### config.mk
export PLATFORM = sky130hd
export DESIGN_NAME = sli_indicator
export DESIGN_NICKNAME = d
export VERILOG_FILES = /design/src/verilog/sli_pkg.sv /design/src/verilog/sli_indicator.sv
export SDC_FILE = /design/constraint.sdc
export NUM_CORES = 1
export LEC_CHECK = 0
export ABC_AREA = 1
export BUFFER_PORTS_ARGS = -buffer_cell sky130_fd_sc_hd__clkbuf_2
export CAP_MARGIN = 40
export CORE_MARGIN = 3
export CORE_UTILIZATION = 50
export CTS_BUF_LIST = sky130_fd_sc_hd__clkbuf_8
export DETAILED_ROUTE_END_ITERATION = 8
export PLACE_DENSITY = 0.81
export SLEW_MARGIN = 15
export SYNTH_ARGS = -nofsm -noshare
export SYNTH_HDL_FRONTEND = slang
export SYNTH_SLANG_ARGS = --single-unit
### constraint.sdc
create_clock -name clk_i -period 1.8 [get_ports clk_i]
set_clock_uncertainty 0.2 [all_clocks]
set_input_delay 0.27 -clock clk_i [delete_from_list [all_inputs] [get_ports clk_i]]
set_output_delay 0.27 -clock clk_i [all_outputs]
set_load 0.02 [all_outputs]
### src/verilog/sli_pkg.sv
// constants for the status lamp and crash code indicator
package sli_pkg;

    // ************************************************************
    // register map (byte addresses)
    // ************************************************************
    localparam logic [7:0]  SLI_CTRL_OFS     = 8'h00;
    localparam logic [7:0]  SLI_CODE_OFS     = 8'h04;
    localparam logic [7:0]  SLI_STATE_OFS    = 8'h08;
    localparam logic [7:0]  SLI_IRQ_STAT_OFS = 8'h0c;
    localparam logic [7:0]  SLI_IRQ_MASK_OFS = 8'h10;

    // control register fields (write-only actions plus one held bit)
    localparam int          SLI_CTRL_KERNEL  = 0;
    localparam int          SLI_CTRL_RUN     = 1;
    localparam int          SLI_CTRL_FAULT   = 2;

    // interrupt status fields
    localparam int          SLI_IRQ_PROG     = 0;
    localparam int          SLI_IRQ_OVR1     = 1;
    localparam int          SLI_IRQ_OVR2     = 2;
    localparam int          SLI_IRQ_KERNEL   = 3;
    localparam int          SLI_IRQ_W        = 4;

    // reset values
    localparam logic [15:0] SLI_CODE_RST     = 16'h0000;
    localparam logic [3:0]  SLI_MASK_RST     = 4'h0;

    // crash codes
    localparam logic [15:0] SLI_CODE_REQ     = 16'h0000;
    localparam logic [15:0] SLI_CODE_IRQ     = 16'h6631;
    localparam logic [15:0] SLI_CODE_RAMADR  = 16'h6503;
    localparam logic [15:0] SLI_CODE_RAMDAT  = 16'h6402;
    localparam logic [15:0] SLI_CODE_PROM_NX = 16'h6300;
    localparam logic [15:0] SLI_CODE_PROM    = 16'h6301;
    localparam logic [15:0] SLI_CODE_FLASHM  = 16'h630a;
    localparam logic [15:0] SLI_CODE_WDOG    = 16'h630b;
    localparam logic [15:0] SLI_CODE_KFIRST  = 16'h8000;
    localparam logic [15:0] SLI_CODE_KLAST   = 16'h8003;

    // timing: clock rate and lamp timing
    localparam longint      SLI_CLK_HZ       = 250_000_000;
    localparam longint      SLI_BLINK_NS     = 1_000_000_000;
    localparam longint      SLI_PAUSE_NS     = 2_000_000_000;
    localparam longint      SLI_HALF_CYC     = (SLI_BLINK_NS / 2) * SLI_CLK_HZ / 1_000_000_000;
    localparam longint      SLI_PAUSE_CYC    = (SLI_PAUSE_NS * SLI_CLK_HZ + 999_999_999) / 1_000_000_000;

    // fixed programming port setup
    localparam longint      SLI_PROG_BAUD    = 9600;
    localparam logic [15:0] SLI_PROG_BAUD_DIV = 16'((SLI_CLK_HZ + SLI_PROG_BAUD / 2) / SLI_PROG_BAUD);
    localparam logic [3:0]  SLI_PROG_DBITS   = 4'h8;
    localparam logic [1:0]  SLI_PROG_SBITS   = 2'h1;

    typedef enum logic [1:0] {SLI_RUN, SLI_PROG, SLI_KERNEL} sli_mode_t;
    typedef enum logic [1:0] {SLI_BL_IDLE, SLI_BL_ON, SLI_BL_OFF, SLI_BL_PAUSE} sli_blink_t;

endpackage

### src/verilog/sli_indicator.sv
// status lamp, port error lamp and programming mode controller
// ************************************************************
// Functional notes
// - programming mode: status steady, other lamps dark
// - port one overrun lights error lamp one
// - port two overrun lights error lamp two
// - kernel mode shows code; code 0000 steady
// - one blink per second; 6631 gives four
// - 6503 five blinks, 6402 six blinks
// - 6300, 6301, 630a, 630b give seven blinks
// - 8000 through 8003 give eight blinks
// - programming only after front push button
// - programming port fixed 9600, 8N1
// - programming port echoes and uses xon/xoff
// - reset push button resets whole module
// ************************************************************
`timescale 1ns/100ps
`default_nettype none

module sli_indicator
    import sli_pkg::*;
#(
    parameter longint HALF_CYC  = SLI_HALF_CYC,
    parameter longint PAUSE_CYC = SLI_PAUSE_CYC
)
(
    // clock and reset
    input  wire logic        clk_i,
    input  wire logic        rstn_i,
    input  wire logic        reset_btn_i,
    // front panel and port events
    input  wire logic        prog_btn_i,
    input  wire logic        ovr1_i,
    input  wire logic        ovr2_i,
    // register port
    input  wire logic [7:0]  addr_i,
    input  wire logic [31:0] wdata_i,
    input  wire logic        we_i,
    input  wire logic        re_i,
    output var  logic [31:0] rdata_o,
    // lamps
    output var  logic        led_fault_o,
    output var  logic        led_status_o,
    output var  logic        led_err1_o,
    output var  logic        led_err2_o,
    // programming port setup
    output var  logic        prog_en_o,
    output var  logic [15:0] prog_baud_div_o,
    output var  logic [3:0]  prog_data_bits_o,
    output var  logic [1:0]  prog_stop_bits_o,
    output var  logic        prog_parity_en_o,
    output var  logic        prog_echo_o,
    output var  logic        prog_xonxoff_o,
    // interrupt
    output var  logic        irq_o
);

    // ************************************************************
    // helpers
    // ************************************************************
    // unknown nonzero codes are shown as the general kernel fault group
    function automatic logic [3:0] code_blinks(input logic [15:0] code);
        logic [3:0] n;
        n = 4'h8;
        if (code == SLI_CODE_REQ)
            n = 4'h0;
        else if (code == SLI_CODE_IRQ)
            n = 4'h4;
        else if (code == SLI_CODE_RAMADR)
            n = 4'h5;
        else if (code == SLI_CODE_RAMDAT)
            n = 4'h6;
        else if (code == SLI_CODE_PROM_NX || code == SLI_CODE_PROM
              || code == SLI_CODE_FLASHM || code == SLI_CODE_WDOG)
            n = 4'h7;
        else if (code >= SLI_CODE_KFIRST && code <= SLI_CODE_KLAST)
            n = 4'h8;
        return n;
    endfunction

    function automatic logic hit(input logic [7:0] a, input logic [7:0] ofs);
        return a == ofs;
    endfunction

    localparam logic [31:0] HALF_W  = 32'(HALF_CYC - 1);
    localparam logic [31:0] PAUSE_W = 32'(PAUSE_CYC - 1);

    // ************************************************************
    // reset and front panel
    // ************************************************************
    logic            rst;
    logic            btn_q;
    logic            btn_rise;
    sli_mode_t       mode;
    sli_mode_t       next_mode;
    logic [15:0]     code;
    logic            kfault;
    logic            err1;
    logic            err2;
    logic [3:0]      irq_stat;
    logic [3:0]      irq_mask;
    logic [3:0]      irq_set;
    logic            wr_ctrl;
    sli_blink_t      bl_state;
    logic [31:0]     bl_cnt;
    logic [3:0]      bl_left;
    logic [3:0]      blinks;

    assign rst      = !rstn_i || reset_btn_i;
    assign btn_rise = prog_btn_i && !btn_q;
    assign wr_ctrl  = we_i && hit(addr_i, SLI_CTRL_OFS);
    assign blinks   = code_blinks(code);

    always_ff @(posedge clk_i)
    begin
        if (rst)
            btn_q <= 1'b0;
        else
            btn_q <= prog_btn_i;
    end

    // ************************************************************
    // operating mode
    // ************************************************************
    // a kernel request outranks a button press in the same cycle
    always_comb
    begin
        next_mode = mode;
        if (wr_ctrl && wdata_i[SLI_CTRL_KERNEL])
            next_mode = SLI_KERNEL;
        else if (wr_ctrl && wdata_i[SLI_CTRL_RUN])
            next_mode = SLI_RUN;
        else if (btn_rise && mode == SLI_RUN)
            next_mode = SLI_PROG;
    end

    always_ff @(posedge clk_i)
    begin
        if (rst)
            mode <= SLI_RUN;
        else
            mode <= next_mode;
    end

    // ************************************************************
    // registers
    // ************************************************************
    always_ff @(posedge clk_i)
    begin
        if (rst)
        begin
            code   <= SLI_CODE_RST;
            kfault <= 1'b0;
        end
        else
        begin
            if (we_i && hit(addr_i, SLI_CODE_OFS))
                code <= wdata_i[15:0];
            if (wr_ctrl)
                kfault <= wdata_i[SLI_CTRL_FAULT];
        end
    end

    // error flags live only in the running mode
    always_ff @(posedge clk_i)
    begin
        if (rst || mode != SLI_RUN || next_mode != SLI_RUN)
        begin
            err1 <= 1'b0;
            err2 <= 1'b0;
        end
        else
        begin
            if (ovr1_i)
                err1 <= 1'b1;
            if (ovr2_i)
                err2 <= 1'b1;
        end
    end

    always_comb
    begin
        irq_set                 = 4'h0;
        irq_set[SLI_IRQ_PROG]   = next_mode == SLI_PROG && mode != SLI_PROG;
        irq_set[SLI_IRQ_OVR1]   = ovr1_i && mode == SLI_RUN;
        irq_set[SLI_IRQ_OVR2]   = ovr2_i && mode == SLI_RUN;
        irq_set[SLI_IRQ_KERNEL] = next_mode == SLI_KERNEL && mode != SLI_KERNEL;
    end

    // an event in the clearing cycle survives the clear
    always_ff @(posedge clk_i)
    begin
        if (rst)
            irq_stat <= 4'h0;
        else if (we_i && hit(addr_i, SLI_IRQ_STAT_OFS))
            irq_stat <= (irq_stat & ~wdata_i[SLI_IRQ_W-1:0]) | irq_set;
        else
            irq_stat <= irq_stat | irq_set;
    end

    always_ff @(posedge clk_i)
    begin
        if (rst)
            irq_mask <= SLI_MASK_RST;
        else if (we_i && hit(addr_i, SLI_IRQ_MASK_OFS))
            irq_mask <= wdata_i[SLI_IRQ_W-1:0];
    end

    always_ff @(posedge clk_i)
    begin
        if (rst)
            irq_o <= 1'b0;
        else
            irq_o <= |(next_irq_stat() & irq_mask);
    end

    function automatic logic [3:0] next_irq_stat();
        if (we_i && hit(addr_i, SLI_IRQ_STAT_OFS))
            return (irq_stat & ~wdata_i[SLI_IRQ_W-1:0]) | irq_set;
        return irq_stat | irq_set;
    endfunction

    // unmapped reads and idle cycles return zero
    always_ff @(posedge clk_i)
    begin
        if (rst || !re_i)
            rdata_o <= 32'h0;
        else
        begin
            unique case (addr_i)
                SLI_CTRL_OFS:     rdata_o <= {29'h0, kfault, 2'h0};
                SLI_CODE_OFS:     rdata_o <= {16'h0, code};
                SLI_STATE_OFS:    rdata_o <= {24'h0, blinks, err2, err1, mode};
                SLI_IRQ_STAT_OFS: rdata_o <= {28'h0, irq_stat};
                SLI_IRQ_MASK_OFS: rdata_o <= {28'h0, irq_mask};
                default:          rdata_o <= 32'h0;
            endcase
        end
    end

    // ************************************************************
    // blink sequencer
    // ************************************************************
    // the counter is 32 bits so the full two second pause fits
    always_ff @(posedge clk_i)
    begin
        if (rst || mode != SLI_KERNEL || blinks == 4'h0)
        begin
            bl_state <= SLI_BL_IDLE;
            bl_cnt   <= 32'h0;
            bl_left  <= 4'h0;
        end
        else
        begin
            unique case (bl_state)
                SLI_BL_IDLE, SLI_BL_PAUSE:
                    if (bl_state == SLI_BL_IDLE || bl_cnt == PAUSE_W)
                    begin
                        bl_state <= SLI_BL_ON;
                        bl_cnt   <= 32'h0;
                        bl_left  <= blinks;
                    end
                    else
                        bl_cnt <= bl_cnt + 32'h1;
                SLI_BL_ON:
                    if (bl_cnt == HALF_W)
                    begin
                        bl_state <= SLI_BL_OFF;
                        bl_cnt   <= 32'h0;
                        bl_left  <= bl_left - 4'h1;
                    end
                    else
                        bl_cnt <= bl_cnt + 32'h1;
                SLI_BL_OFF:
                    if (bl_cnt == HALF_W)
                    begin
                        bl_state <= (bl_left == 4'h0) ? SLI_BL_PAUSE : SLI_BL_ON;
                        bl_cnt   <= 32'h0;
                    end
                    else
                        bl_cnt <= bl_cnt + 32'h1;
            endcase
        end
    end

    // ************************************************************
    // lamps
    // ************************************************************
    always_ff @(posedge clk_i)
    begin
        if (rst)
        begin
            led_fault_o  <= 1'b0;
            led_status_o <= 1'b0;
            led_err1_o   <= 1'b0;
            led_err2_o   <= 1'b0;
        end
        else
        begin
            unique case (mode)
                SLI_PROG:
                begin
                    led_fault_o  <= 1'b0;
                    led_status_o <= 1'b1;
                    led_err1_o   <= 1'b0;
                    led_err2_o   <= 1'b0;
                end
                SLI_KERNEL:
                begin
                    led_fault_o  <= kfault;
                    led_status_o <= blinks == 4'h0 || bl_state == SLI_BL_ON;
                    led_err1_o   <= 1'b0;
                    led_err2_o   <= 1'b0;
                end
                default:
                begin
                    led_fault_o  <= 1'b0;
                    led_status_o <= 1'b0;
                    led_err1_o   <= err1;
                    led_err2_o   <= err2;
                end
            endcase
        end
    end

    // ************************************************************
    // programming port setup
    // ************************************************************
    // the fixed setup is presented only while programming; prog_en_o and
    // every other setup output are driven to zero otherwise
    always_ff @(posedge clk_i)
    begin
        if (rst || mode != SLI_PROG)
        begin
            prog_en_o        <= 1'b0;
            prog_baud_div_o  <= 16'h0;
            prog_data_bits_o <= 4'h0;
            prog_stop_bits_o <= 2'h0;
            prog_parity_en_o <= 1'b0;
            prog_echo_o      <= 1'b0;
            prog_xonxoff_o   <= 1'b0;
        end
        else
        begin
            prog_en_o        <= 1'b1;
            prog_baud_div_o  <= SLI_PROG_BAUD_DIV;
            prog_data_bits_o <= SLI_PROG_DBITS;
            prog_stop_bits_o <= SLI_PROG_SBITS;
            prog_parity_en_o <= 1'b0;
            prog_echo_o      <= 1'b1;
            prog_xonxoff_o   <= 1'b1;
        end
    end

endmodule

`default_nettype wire

# Word level (Yosys, flattened, before mapping)
# Index checks and enable logic that the tools add are counted.
[totals]
register_bits = 128
in_bits = 48
output_inout_bits = 63
[op_classes]
addsub = 2
n_eq_ne = 25
mux = 31
bitwise = 6
n_reduce_logical = 43
[op_table]
columns = ["operator", "n"]
rows = [
  ["$eq A16 B15 Y1 const B", 7],
  ["$pmux W16 S5", 1],
  ["$mux W32", 2],
  ["$pmux W32 S2", 1],
  ["$mux W4", 12],
  ["$add A32 B1 Y32 const B", 1],
  ["$eq A32 B27 Y1 const B", 1],
  ["$eq A32 B29 Y1 const B", 1],
  ["$eq A8 B4 Y1 const B", 2],
  ["$logic_not A16 Y1", 1],
  ["$mux W15", 1],
  ["$mux W2", 7],
  ["$logic_and A1 B1 Y1", 12],
  ["$logic_or A1 B1 Y1", 12],
  ["$and A4 B4 Y4", 2],
  ["$eq A2 B2 Y1 const B", 4],
  ["$eq A8 B3 Y1 const B", 1],
  ["$eq A8 B5 Y1 const B", 1],
  ["$logic_not A4 Y1", 2],
  ["$logic_not A8 Y1", 1],
  ["$ne A2 B2 Y1 const B", 4],
  ["$or A4 B4 Y4", 2],
  ["$pmux W4 S2", 1],
  ["$eq A2 B1 Y1 const B", 3],
  ["other kinds (14)", 25],
]

# Logic depth before layout (Yosys ltp)
[logic_depth]
ltp_word = 14
mapped_depth = 12
depth_no_buf = 12

# Worst setup path before layout
# Ideal clock, no wire load.
[synth_path]
path_kind = "reg2reg"
from = "register bl_cnt[0]"
to = "register bl_cnt[8]"
setup_ns = 0.119
arrival_ns = 1.482
t_required_ns = 1.481
setup_slack_ns = 0.000
path_stages_with_launch = 10
period_less_slack_ns = 1.800
cell_sequence = "dfxtp_1 > ha_1 > nand2_1 > nor2_2 > nand2_2 > nor4_2 > o21ai_1 > nand2_2 > buf_6 > nor2_2"
[synth_between]
elab_chain_len = 4
[synth_rtl]
columns = ["element", "line_no", "source"]
rows = [
  ["from (decl)", "sli_indicator.sv:105", "logic [31:0] bl_cnt;"],
  ["from (signal assigned)", "sli_indicator.sv:264", "bl_cnt <= bl_cnt + 32'h1;"],
  ["from (signal assigned)", "sli_indicator.sv:273", "bl_cnt <= bl_cnt + 32'h1;"],
  ["from (signal assigned)", "sli_indicator.sv:281", "bl_cnt <= bl_cnt + 32'h1;"],
  ["parallel branches: the longest is 3 deep, another holds $add A32 B1 Y32", "n/a", ""],
  ["$pmux W32 S2 (*)", "sli_indicator.sv:255", "unique case (bl_state)"],
]
# Mark *: on every way between the ends.
# A chain may end at the register's enable or synchronous reset.

# Worst setup path in the final report
[layout_path]
from = "register bl_cnt[20]"
to = "register bl_cnt[18]"
[layout_between]
elab_chain_len = 4
[layout_rtl]
columns = ["element", "line_no", "source"]
rows = [
  ["$eq A32 B29 Y1", "sli_indicator.sv:257", "if (bl_state == SLI_BL_IDLE || bl_cnt == PAUSE_W)"],
  ["$logic_or A1 B1 Y1", "sli_indicator.sv:257", ""],
  ["$mux W32", "sli_indicator.sv:257", ""],
  ["$pmux W32 S2 (*)", "sli_indicator.sv:255", ""],
]
# Every way passes the cells marked *; elsewhere a longest branch is shown, timed or not.

==> metrics.csv <==
metric;value;unit
status;finished with violations;
violations;negative setup slack;
drive_gt1_share;29.5;%
fillers;788;
critical_path.top_delay_family;simple AND/OR/NAND/NOR gates;
place.gp.congestion;0.930;
cts_inserted_buffers;9;
irDropWorstVdd;0.424;mV
synth_seq_cells;90;
start_util;51.6;%
remaining_drc_errors;0;
first_pass_iters;5;
r2r_cells;9;
ioPinCount;111;
rows;35;
cp-end-kind;flip-flop;
holdPathStages;3;
pre_cts_ws;-0.135;ns
hold_viol;0;
routed_wl;12.0;mm
antenna_found_initial;0;
setup_violations;18;
clockBufferDepth;2;
grt.total_usage;22.2;%
period_share;105;%
die-area;10800;sq um
vias;4761;
final_antenna_net_count;0;
yosysWarnings;0;
avgSynthCellArea;7.08;sq um
ys_types;37;
final_util;66.4;%
p_total;3.63;mW
cp_max_fo;8;
synth_area_leaders;dfxtp_1 (38%), nor2_1 (8.9%), nand2_1 (7.4%), inv_1 (6.8%), buf_4 (6.4%);
syn_inst;677;
path_cells;nand2_1 -> nor2_2 -> nand2_1 -> nor4_4 -> o21ai_2 -> nand2_2 -> buf_12 -> buf_12 -> nor2_1;
fp.dieW;104;um
rrSetupSlack;-0.08;ns
port_buffers;66;
grt_pass1_vias;4549;
insertion_delay;0.38;ns
core_region_area;9280;sq um
rsz0062_at_grt;true;
clk_pin_slew_worst_paths;0.09;ns
setup_slack;-0.0818;ns
synth_top_cell_by_area;dfxtp_1;
avgViaCountPerCell;5.08;
slew_violations;0;
design_area;6160;sq um
yosysTopAreaCellShare;37.6;%
diodes;0;
cp.buffers_inverters;2;
htreeDepth;3;
nets;860;
ys_seq_area_share;37.6;%
yosys-top-cells-count;nor2_1 (114), nand2_1 (94), dfxtp_1 (90);
power.density;590;nW/um^2
critical_path_class;reg -> reg;
dp_hpwl;8.99;mm
die_h;104;um
root_buffer;clkbuf_8;
grt_start_max_net_pins;25;
maxCapViolCount;0;
cp.arrival;1.95;ns
drt_first_iter_violations;249;
period_needed;1.88;ns
synthMostInstantiatedCell;nor2_1;
syn_area;4790;sq um
grt_pass1_wl;20.1;mm
overflow;0;
cp.required;1.87;ns
cpPeakStageDelay;0.37;ns
crit_path_start_kind;flip-flop;
cpMaxStageDelayCell;dfxtp_2;
regToRegEndpoint;bl_cnt[18];
synthArstFlopShare;0;%
p_leak;2.56;nW
areaGrowthSynthToFinish;28.6;%
min_delay_worst_endpoint;code[15];
post_drt_wl_per_cell;12.9;um
cts_tree;done;
cts_sinks;90;
max_freq;0.531;GHz
worstReg2RegStart;bl_cnt[20];
synth-edff-count;0;
hp-class;in -> reg;
placed_area;5400;sq um
synth-main-ff-cell;dfxtp_1;
hp-start;wdata_i[15];
==> flip-flops by register name (all words and copies together), names as in the netlist, 2 cells and up <==
signal	count
mode	2
irq_mask	4
bl_cnt	32
code	16
irq_stat	4
bl_state	2
bl_left	4
rdata_o	16
==> per-layer routing <==
layer	vias to the layer above	track usage (%)	wire length, um
li1	2358	-	-
met1	2214	25.9	4970
met2	158	39.7	6050
met3	31	5.46	758
met4	0	7.41	269
met5	-	0	0
==> worst register-to-register path, stage by stage (launching register included) <==
cell and delay, ns:
dfxtp_2 0.37, nand2_1 0.12, nor2_2 0.17, nand2_1 0.11
nor4_4 0.31, o21ai_2 0.08, nand2_2 0.12, buf_12 0.13
buf_12 0.13, nor2_1 0.04
==> logic make-up (layout without fill, tap and decap cells) <==
logic type,count (synthesis),count (layout),share of synthesized area (%)
flip-flops,90,90,37.6
AO/OA/AOI/OAI,75,75,8.41
other,1,28,0.0783
AND/OR/NAND/NOR,335,335,31.8
adder cells (fa/ha/maj),9,9,2.35
XOR/XNOR,25,25,4.57
buffers and inverters,142,246,15.2
==> where the power goes <==
group	total [mW]	leakage [nW]	switching [mW]	internal (mW)
combinational	0.233	1.73	0.148	0.0854
sequential	2.00	0.735	0.00563	1.99
clock	1.40	0.0973	0.750	0.652
==> cells in the final DEF (no fill, tap or decap), types with 4 or more instances in the layout <==
cell            n
a21oi_1        28
buf_4          54
clkbuf_2       66
clkbuf_8        9
conb_1         28
dfxtp_1        73
dfxtp_2        14
dlygate4sd3_1  14
ha_1            7
inv_1          82
inv_2           4
nand2_1        86
nand2_2         8
nand3_1        44
nand3_2         4
nand4_1        14
nor2_1         96
nor2_2         25
nor2_4         10
nor3_1         22
nor3_2          8
o21ai_0        31
xnor2_1         6
xor2_1         19
==> metrics by stage <==
step / TNS, ns / hold WS (ns) / std cells
CTS: -0.727 / 0.00308 / 929
global route: -4.91 / 0.0196 / 937
floorplan: 0 / 0.182 / 704
detailed placement: -4.24 / 0.247 / 897
finish: -1.27 / 0.0103 / 937
global placement: -1.56 / 0.248 / 897
==> how the worst max path moves through the flow <==
| stage | from | cells past startpoint | endpoint |
|---|---|---|---|
| after CTS | bl_cnt[1] | 12 | bl_cnt[3] |
| after global routing | bl_cnt[9] | 10 | bl_cnt[12] |
| after floorplan | bl_cnt[0] | 9 | bl_cnt[8] |
| after global placement | bl_cnt[0] | 11 | bl_left[3] |
| after detailed placement | addr_i[7] | 13 | irq_o |
| final | bl_cnt[20] | 9 | bl_cnt[18] |
==> final cells by class <==
type	count	area (sq um)	area share [%]
Multi-Input combinational cell	472	2630	42.7
Sequential cell	90	1830	29.7
Timing Repair Buffer	141	997	16.2
Inverter	89	339	5.50
Tap cell	129	161	2.62
Clock buffer	9	124	2.01
Clock inverter	7	78.8	1.28
==> timing repair <==
item | CTS | global route
setup buffers | 2 | 8
pin swaps | 16 | 18
cloned | 1 | 0
gates resized for setup | 38 | 57
endpoints found under the hold margin | 17 | 0
hold buffers | 14 | 0
setup endpoints to repair | 38 | 46
Note: power is estimated with default switching activity, not from simulation.
